$ cat src/design/p1fs_pkg.sv
// constants and types for the port-1 pin function select block
`default_nettype none

package p1fs_pkg;

  // ********************************
  // geometry
  // ********************************
  localparam int P1FS_NUM_PINS = 8;
  localparam int P1FS_ADDR_W = 8;

  // ********************************
  // register byte offsets
  // ********************************
  localparam logic [7:0] P1FS_OFS_SEL = 8'h00;
  localparam logic [7:0] P1FS_OFS_DIR = 8'h04;
  localparam logic [7:0] P1FS_OFS_PU = 8'h08;
  localparam logic [7:0] P1FS_OFS_DATA = 8'h0c;
  localparam logic [7:0] P1FS_OFS_STAT = 8'h10;

  // ********************************
  // reset values and fixed read values
  // ********************************
  localparam logic [7:0] P1FS_RST_SEL = 8'h00;
  localparam logic [7:0] P1FS_RST_DIR = 8'h00;
  localparam logic [7:0] P1FS_RST_PU = 8'h00;
  localparam logic [7:0] P1FS_RST_DATA = 8'h00;
  localparam logic [7:0] P1FS_RST_OE_N = 8'hff;
  localparam logic [31:0] P1FS_DIR_READ = 32'h0000_00ff;

  // ********************************
  // pin positions of shared functions
  // ********************************
  localparam int P1FS_PIN_INT_C = 7;
  localparam int P1FS_PIN_INT_B = 6;
  localparam int P1FS_PIN_INT_A = 5;
  localparam int P1FS_PIN_INT_D = 4;
  localparam int P1FS_PIN_TMR_G = 3;
  localparam int P1FS_PIN_TF_HI = 2;
  localparam int P1FS_PIN_TF_LO = 1;
  localparam int P1FS_PIN_WCLK = 0;
  localparam int P1FS_NUM_OUT_FN = 3;

  // ********************************
  // clock-source patterns
  // ********************************
  localparam int P1FS_TF_SRC_MSB = 2;
  localparam logic [2:0] P1FS_TC_EVT_SRC = 3'h7;

  // ********************************
  // bus answers
  // ********************************
  localparam logic [1:0] P1FS_RESP_OKAY = 2'h0;
  localparam logic [1:0] P1FS_RESP_SLVERR = 2'h2;

  typedef enum logic [2:0] {
    P1FS_ACTIVE,
    P1FS_SUBACTIVE,
    P1FS_SLEEP,
    P1FS_SUBSLEEP,
    P1FS_WATCH,
    P1FS_STANDBY
  } p1fs_mode_t;

endpackage : p1fs_pkg

`default_nettype wire

$ cat src/design/p1fs_top.sv
// port-1 pin function select, pull-up control and axi4-lite register slave
//
// The implementer's own choices: register access over AXI4-Lite and the placing of the registers.
`default_nettype none

// How it works
// - pin 7 select clear: direction bit picks general input or output
// - pin 7 select set: interrupt-c input; timer F event when source is 0xx
// - pin 6: direction bit when select clear, interrupt-b input when set
// - pin 5 select set: interrupt-a input; timer C event when source 111
// - pin 4 select set: interrupt-d input; adc trigger when trigger enable set
// - pins 3..0: timer G in, timer F compares, watch clock out, else general
// - pins floating in reset, held in sleep modes, live in active modes
// - standby floats every pin; a pin with pull-up on still reads high
// - pull-up on only when direction bit is 0 and pull-up bit is 1
// - all pull-ups off after reset
// - direction register write-only, reads all ones, resets to zero
module p1fs_top #(
  parameter int NUM_PINS = p1fs_pkg::P1FS_NUM_PINS,
  parameter int ADDR_W = p1fs_pkg::P1FS_ADDR_W
) (
  input wire logic clk_sys, // system clock
  input wire logic rstn, // synchronous reset, active low
  input wire logic [ADDR_W-1:0] s_axi_awaddr, // write address
  input wire logic s_axi_awvalid, // write address valid
  output logic s_axi_awready, // write address ready
  input wire logic [31:0] s_axi_wdata, // write data
  input wire logic [3:0] s_axi_wstrb, // write byte strobes
  input wire logic s_axi_wvalid, // write data valid
  output logic s_axi_wready, // write data ready
  output logic [1:0] s_axi_bresp, // write response
  output logic s_axi_bvalid, // write response valid
  input wire logic s_axi_bready, // write response ready
  input wire logic [ADDR_W-1:0] s_axi_araddr, // read address
  input wire logic s_axi_arvalid, // read address valid
  output logic s_axi_arready, // read address ready
  output logic [31:0] s_axi_rdata, // read data
  output logic [1:0] s_axi_rresp, // read response
  output logic s_axi_rvalid, // read data valid
  input wire logic s_axi_rready, // read data ready
  input wire logic [2:0] op_mode, // operating mode code
  input wire logic [NUM_PINS-1:0] pin_in, // pin levels
  output logic [NUM_PINS-1:0] pin_out, // pin drive level
  output logic [NUM_PINS-1:0] pin_oe_n, // pin drive enable, low drives
  output logic [NUM_PINS-1:0] pin_pullup_on, // input pull-up enable per pin
  input wire logic [2:0] timer_f_clock_source_field, // timer F clock source
  input wire logic [2:0] timer_c_clock_source_field, // timer C clock source
  input wire logic adc_trigger_enable, // adc external trigger enable
  input wire logic tf_high_compare_out, // timer F high compare output
  input wire logic tf_low_compare_out, // timer F low compare output
  input wire logic watch_clock_out, // watch clock output
  output logic ext_int_a, // interrupt-a input, idle high
  output logic ext_int_b, // interrupt-b input, idle high
  output logic ext_int_c, // interrupt-c input, idle high
  output logic ext_int_d, // interrupt-d input, idle high
  output logic timer_f_event_input, // timer F event, idle high
  output logic timer_c_event_input, // timer C event, idle high
  output logic adc_external_trigger, // adc trigger, idle high
  output logic timer_g_input // timer G input, idle high
);

  // ********************************
  // elaboration checks
  // ********************************
  if (NUM_PINS != 8) begin : g_chk_pins
    $error("p1fs_top serves exactly eight pins");
  end
  if (ADDR_W < 8) begin : g_chk_addr
    $error("p1fs_top needs at least eight address bits");
  end

  // ********************************
  // state
  // ********************************
  typedef struct packed {
    logic [7:0] sel;
    logic [7:0] dir;
    logic [7:0] pu;
    logic [7:0] data;
    logic [7:0] drv;
    logic [7:0] oe_n;
    logic aw_got;
    logic w_got;
    logic [ADDR_W-1:0] aw_addr;
    logic [7:0] w_data;
    logic w_strb0;
    logic bvalid;
    logic [1:0] bresp;
    logic rvalid;
    logic [31:0] rdata;
    logic [1:0] rresp;
  } p1fs_state_t;

  p1fs_state_t s_r;
  p1fs_state_t s_nxt;
  p1fs_pkg::p1fs_mode_t mode;
  logic [7:0] func_oe_n;
  logic [7:0] func_out;
  logic [7:0] pin_rd;
  logic [7:0] periph_out;
  logic wr_do;
  logic rd_do;
  logic run;
  logic hold;

  assign mode = p1fs_pkg::p1fs_mode_t'(op_mode);
  assign periph_out = {5'h00, tf_high_compare_out, tf_low_compare_out, watch_clock_out};
  assign rd_do = s_axi_arvalid && s_axi_arready;

  // ********************************
  // pin function routing
  // ********************************
  always_comb begin
    for (int i = 0; i < 8; i++) begin
      if (s_r.sel[i] && i < p1fs_pkg::P1FS_NUM_OUT_FN) begin
        func_oe_n[i] = 1'b0;
        func_out[i] = periph_out[i];
      end else if (s_r.sel[i]) begin
        func_oe_n[i] = 1'b1;
        func_out[i] = s_r.data[i];
      end else begin
        func_oe_n[i] = ~s_r.dir[i];
        func_out[i] = s_r.data[i];
      end
      pin_rd[i] = (!s_r.sel[i] && s_r.dir[i]) ? s_r.data[i] : pin_in[i];
    end
  end

  // shared peripheral inputs, idle high when not routed
  assign ext_int_c = s_r.sel[p1fs_pkg::P1FS_PIN_INT_C] ? pin_in[p1fs_pkg::P1FS_PIN_INT_C]
                     : 1'b1;
  assign timer_f_event_input = (s_r.sel[p1fs_pkg::P1FS_PIN_INT_C]
      && !timer_f_clock_source_field[p1fs_pkg::P1FS_TF_SRC_MSB])
      ? pin_in[p1fs_pkg::P1FS_PIN_INT_C] : 1'b1;
  assign ext_int_b = s_r.sel[p1fs_pkg::P1FS_PIN_INT_B] ? pin_in[p1fs_pkg::P1FS_PIN_INT_B]
                     : 1'b1;
  assign ext_int_a = s_r.sel[p1fs_pkg::P1FS_PIN_INT_A] ? pin_in[p1fs_pkg::P1FS_PIN_INT_A]
                     : 1'b1;
  assign timer_c_event_input = (s_r.sel[p1fs_pkg::P1FS_PIN_INT_A]
      && timer_c_clock_source_field == p1fs_pkg::P1FS_TC_EVT_SRC)
      ? pin_in[p1fs_pkg::P1FS_PIN_INT_A] : 1'b1;
  assign ext_int_d = s_r.sel[p1fs_pkg::P1FS_PIN_INT_D] ? pin_in[p1fs_pkg::P1FS_PIN_INT_D]
                     : 1'b1;
  assign adc_external_trigger = (s_r.sel[p1fs_pkg::P1FS_PIN_INT_D] && adc_trigger_enable)
      ? pin_in[p1fs_pkg::P1FS_PIN_INT_D] : 1'b1;
  assign timer_g_input = s_r.sel[p1fs_pkg::P1FS_PIN_TMR_G]
      ? pin_in[p1fs_pkg::P1FS_PIN_TMR_G] : 1'b1;

  assign pin_pullup_on = ~s_r.dir & s_r.pu;
  assign pin_out = s_r.drv;
  assign pin_oe_n = s_r.oe_n;

  // ********************************
  // bus handshakes
  // ********************************
  assign s_axi_awready = !s_r.aw_got && !s_r.bvalid;
  assign s_axi_wready = !s_r.w_got && !s_r.bvalid;
  assign s_axi_arready = !s_r.rvalid;
  assign s_axi_bvalid = s_r.bvalid;
  assign s_axi_bresp = s_r.bresp;
  assign s_axi_rvalid = s_r.rvalid;
  assign s_axi_rdata = s_r.rdata;
  assign s_axi_rresp = s_r.rresp;

  // ********************************
  // next state
  // ********************************
  always_comb begin
    s_nxt = s_r;
    wr_do = 1'b0;
    run = 1'b0;
    hold = 1'b0;
    // write channel capture, either order
    if (s_axi_awvalid && s_axi_awready) begin
      s_nxt.aw_got = 1'b1;
      s_nxt.aw_addr = s_axi_awaddr;
    end
    if (s_axi_wvalid && s_axi_wready) begin
      s_nxt.w_got = 1'b1;
      s_nxt.w_data = s_axi_wdata[7:0];
      s_nxt.w_strb0 = s_axi_wstrb[0];
    end
    if (s_r.bvalid && s_axi_bready) begin
      s_nxt.bvalid = 1'b0;
    end
    if (s_nxt.aw_got && s_nxt.w_got) begin
      wr_do = 1'b1;
      s_nxt.aw_got = 1'b0;
      s_nxt.w_got = 1'b0;
      s_nxt.bvalid = 1'b1;
      s_nxt.bresp = p1fs_pkg::P1FS_RESP_OKAY;
      case (s_nxt.aw_addr)
        ADDR_W'(p1fs_pkg::P1FS_OFS_SEL): begin
          if (s_nxt.w_strb0) s_nxt.sel = s_nxt.w_data;
        end
        ADDR_W'(p1fs_pkg::P1FS_OFS_DIR): begin
          if (s_nxt.w_strb0) s_nxt.dir = s_nxt.w_data;
        end
        ADDR_W'(p1fs_pkg::P1FS_OFS_PU): begin
          if (s_nxt.w_strb0) s_nxt.pu = s_nxt.w_data;
        end
        ADDR_W'(p1fs_pkg::P1FS_OFS_DATA): begin
          if (s_nxt.w_strb0) s_nxt.data = s_nxt.w_data;
        end
        ADDR_W'(p1fs_pkg::P1FS_OFS_STAT): begin
          s_nxt.bresp = p1fs_pkg::P1FS_RESP_OKAY;
        end
        default: begin
          s_nxt.bresp = p1fs_pkg::P1FS_RESP_SLVERR;
        end
      endcase
    end
    // read channel
    if (s_r.rvalid && s_axi_rready) begin
      s_nxt.rvalid = 1'b0;
    end
    if (rd_do) begin
      s_nxt.rvalid = 1'b1;
      s_nxt.rresp = p1fs_pkg::P1FS_RESP_OKAY;
      case (s_axi_araddr)
        ADDR_W'(p1fs_pkg::P1FS_OFS_SEL): s_nxt.rdata = {24'h00_0000, s_r.sel};
        ADDR_W'(p1fs_pkg::P1FS_OFS_DIR): s_nxt.rdata = p1fs_pkg::P1FS_DIR_READ;
        ADDR_W'(p1fs_pkg::P1FS_OFS_PU): s_nxt.rdata = {24'h00_0000, s_r.pu};
        ADDR_W'(p1fs_pkg::P1FS_OFS_DATA): s_nxt.rdata = {24'h00_0000, pin_rd};
        ADDR_W'(p1fs_pkg::P1FS_OFS_STAT): begin
          s_nxt.rdata = {16'h0000, pin_pullup_on, s_r.oe_n};
        end
        default: begin
          s_nxt.rdata = 32'h0000_0000;
          s_nxt.rresp = p1fs_pkg::P1FS_RESP_SLVERR;
        end
      endcase
    end
    // pin drive per operating mode
    case (mode)
      p1fs_pkg::P1FS_ACTIVE, p1fs_pkg::P1FS_SUBACTIVE: begin
        run = 1'b1;
        s_nxt.oe_n = func_oe_n;
        s_nxt.drv = func_out;
      end
      p1fs_pkg::P1FS_SLEEP, p1fs_pkg::P1FS_SUBSLEEP, p1fs_pkg::P1FS_WATCH: begin
        hold = 1'b1;
      end
      p1fs_pkg::P1FS_STANDBY: begin
        s_nxt.oe_n = p1fs_pkg::P1FS_RST_OE_N;
      end
      default: begin
        s_nxt.oe_n = p1fs_pkg::P1FS_RST_OE_N;
      end
    endcase
  end

  always_ff @(posedge clk_sys) begin
    if (!rstn) begin
      s_r <= '0;
      s_r.sel <= p1fs_pkg::P1FS_RST_SEL;
      s_r.dir <= p1fs_pkg::P1FS_RST_DIR;
      s_r.pu <= p1fs_pkg::P1FS_RST_PU;
      s_r.data <= p1fs_pkg::P1FS_RST_DATA;
      s_r.oe_n <= p1fs_pkg::P1FS_RST_OE_N;
    end else begin
      s_r <= s_nxt;
    end
  end
endmodule : p1fs_top

`default_nettype wire

$ cat config.mk
export PLATFORM = sky130hd
export DESIGN_NAME = p1fs_top
export DESIGN_NICKNAME = d
export VERILOG_FILES = /design/src/design/p1fs_pkg.sv /design/src/design/p1fs_top.sv
export SDC_FILE = /design/constraint.sdc
export NUM_CORES = 1
export LEC_CHECK = 0
export BUFFER_PORTS_ARGS = -buffer_cell sky130_fd_sc_hd__buf_4
export CORE_MARGIN = 2
export CORE_UTILIZATION = 50
export CTS_CLUSTER_DIAMETER = 40
export DETAILED_ROUTE_END_ITERATION = 8
export GPL_ROUTABILITY_DRIVEN = 0
export PLACE_DENSITY = 0.9
export SLEW_MARGIN = 5
export SYNTH_ARGS = -nofsm -noshare
export SYNTH_HDL_FRONTEND = slang
export SYNTH_SLANG_ARGS = --single-unit
$ cat constraint.sdc
create_clock -name clk_sys -period 2.4 [get_ports clk_sys]
set_clock_uncertainty 0.2 [all_clocks]
set_input_delay 0.12 -clock clk_sys [delete_from_list [all_inputs] [get_ports clk_sys]]
set_output_delay 0.12 -clock clk_sys [all_outputs]
set_load 0.1 [all_outputs]
==> results.yml <==
global_routing:
  track_usage_pct: 22.61
  grt_pass1_wl_um: 17150
  antenna_found_initial: 0
  grt_overflow: 0
  grt_pass1_vias: 3596
  grt_max_degree: 65
synth:
  synth-edff-count: 0
  yosys_warnings: 0
  avgSynthCellArea_um2: 8.993
  netlist_instances: 480
  ys_top_cells_by_area: "dfxtp_1 (40%), mux2i_1 (12%), buf_4 (9.0%), nand2_1 (7.3%), a21boi_0 (3.1%)"
  synthFlopType: "dfxtp_1"
  synth_top_area_share_pct: 40.35
  synth_cell_types: 43
  yosysTopAreaCell: "dfxtp_1"
  ys_ff_latch: 87
  yosysSeqAreaShare_pct: 40.35
  syn-cell-area_um2: 4317
  ys_async_sr_fraction_pct: 0
setup_path:
  crit_path_end_kind: "register"
  crit_arrival_ps: 2330
  cp_slowest_cell: "dlygate4sd3_1"
  required_ps: 2490
  r2r_setup_slack_ps: 210
  worst-path-buf-inv: 4
  cp-start-kind: "input port"
  cpPeakStageDelay_ps: 560
  cp_cell_sequence: "dlygate4sd3_1, buf_4, or4_1, nor3_2, o21ai_2, buf_4, nor3_4, buf_12, mux2i_1"
  path_class: "input port to register"
  crit_path_frequent_cell: "buf_4"
  cp_max_fo: 8
  cp_top_family: "buffers and inverters"
status:
  status: "finished clean"
sta:
  setup_tns_ps: 0
  rsz0062_at_grt: "no"
  slew_headroom_pct: 53.46
  fmax_mhz: 446.9
  fin_crit_sh_pct: 93.24
  min_period_ps: 2238
  tightest_slew_ps: 678.6
  hold_viol: 0
  setup_viol: 0
  drv_slew: 0
clocking:
  clock_sinks: 87
  cts_tree: "built"
  cts_made_buffers: 9
  insertion_delay_ps: 360
  post-cts-setup-buffer-count: 0
  cts.clk_slew.worst_paths_ps: 90
  clock-root-buffer: "clkbuf_8"
  clockBufferDepth: 2
  cts_htree_levels: 3
die:
  start_util_pct: 52.01
  row_count: 33
  coreArea_um2: 8299
  boundaryPins: 153
  die_h_um: 96.92
  die_width_um: 96.92
  dieArea_um2: 9393
finish:
  drive_gt1_share_pct: 28.84
  antenna_cells: 0
  nets: 655
  utilization_pct: 64.86
  area_growth_pct: 24.70
power_and_ir_drop:
  p_int_w: 0.002212
  pwr-share-seq_pct: 45.7
  power.leakage_nw: 2.401
  clock_power_share_pct: 30.6
  switching_share_pct: 33.59
  power.density_nw_per_um2: 618.8
  power_frac_comb_pct: 23.8
  netSwitchingPower_w: 0.001119
  vdd_ir_drop_max_mv: 0.4732
placement:
  place_hpwl_um: 7670
  io_buffers: 105
routing:
  num_vias: 3649
  drt-total-wl_um: 10710
  ant_nets: 0
  dr.pass1.iters: 5
  post-route-drc-count: 0
  routed_via_density: 5.335
  drtIter0Drc: 194
  wl_per_cell_um: 15.66
flow_run:
  max_cap_viol_count: 0
min_path:
  hold_class: "input port to register"
## cells in the mapped netlist (8+ instances only)
master     count
a2bb2oi_1      8
nand2b_1      15
mux2_2         9
nor2_1        18
clkbuf_1      16
a21boi_0      18
nor2b_1       11
nand2_1       84
inv_1         12
o21ai_0       12
or3b_2         8
o22ai_1       14
a21oi_1       10
dfxtp_1       87
mux2i_1       52
buf_4         52
## metal layers
| layer | wire length [um] | track usage [%] | vias up | share of wire, % |
|---|---|---|---|---|
| met2 | 5593 | 41.03 | 148 | 52 |
| met5 | 0 | 0 | - | 0 |
| met3 | 791 | 5.925 | 16 | 7.4 |
| met1 | 4168 | 25.72 | 1725 | 39 |
| li1 | - | - | 1760 | - |
| met4 | 159 | 7.259 | 0 | 1.5 |
## cell type report
class	count	area, um^2
clock buffer	9	123.9
clock inverter	6	68.82
fill	675	2917
inverter	12	45.04
multi-input combinational	325	2123
sequential	87	1744
tap	105	131.4
timing repair buffer	140	1146
## flip-flops by register name, indices dropped and copies added, names as in the netlist
name,flops
s_r,46
pin_out,8
s_axi_rvalid,1
pin_oe_n,8
func_out,5
s_axi_bresp,1
s_axi_rresp,1
s_axi_bvalid,1
s_axi_rdata,16
## worst paths after layout
path                                     from                          end  cells after the start
hold / removal                 s_axi_wdata[2]           s_r[41]$_SDFF_PN0_                      4
setup / recovery              s_axi_awaddr[6]         s_r[96]$_SDFFE_PN0P_                      9
setup reg to reg           s_r[56]$_SDFF_PP0_         s_r[96]$_SDFFE_PN0P_                      7
hold reg to reg   s_axi_rdata[8]$_SDFFE_PN0P_  s_axi_rdata[8]$_SDFFE_PN0P_                      2
## timing repair
| item | CTS | global route |
|---|---|---|
| hold buffers | 23 | 0 |
| hold endpoints to repair | 27 | 0 |
| endpoints found under the setup margin | 0 | 9 |
| gates resized for setup | 0 | 2 |
## cell usage in the layout, fill, tap and decap left out, types with 4 or more instances in the layout
cell type,n
dlygate4sd3_1,23
conb_1,18
o21ai_0,12
o22ai_1,14
mux2_2,9
nor2_1,18
inv_1,12
o211a_1,4
mux2i_1,52
nand2b_1,15
nor2b_1,11
a31oi_1,5
or3b_2,8
a21oi_1,10
dfxtp_1,85
a21boi_0,18
clkbuf_8,9
nor3_1,6
a2bb2oi_1,8
buf_4,114
nand2_1,84
## power groups by stage
stage                     clock (W)  combinational [W]  sequential (W)
after floorplan                   0           0.000597         0.00157
after global placement            0           0.000738         0.00155
after detailed placement          0           0.000755         0.00155
after CTS                   0.00103           0.000789         0.00152
after global routing        0.00109           0.000833         0.00153
final                       0.00102           0.000792         0.00152
## logic make-up (layout without fill, tap and decap cells)
group / Yosys count / in the layout / synth area share (%)
buffers and inverters: 85 / 167 / 12.29
muxes: 62 / 62 / 14.93
AOI/OAI and AO/OA: 79 / 79 / 12.52
DFF: 87 / 87 / 40.35
and+or+nand+nor: 166 / 166 / 19.83
other: 1 / 18 / 0.08687
## metrics by stage
step,cells,setup WS (ps),area [um^2],hold slack [ps],total power (W)
2_1_floorplan,497,39.50,4383,57.79,0.002167
3_3_place_gp,646,98.19,4950,159.0,0.002289
6_report,684,162.3,5383,7.411,0.003331
3_5_place_dp,646,57.49,4950,169.9,0.002310
4_1_cts,684,9.294,5373,13.85,0.003344
5_1_grt,684,62.60,5383,37.52,0.003454
## tightest hold or removal path, stage by stage
cell and delay [ps]:
buf_4 80, mux2_2 140, nand2_1 130, inv_1 80
(Power assumes the default switching activity.)
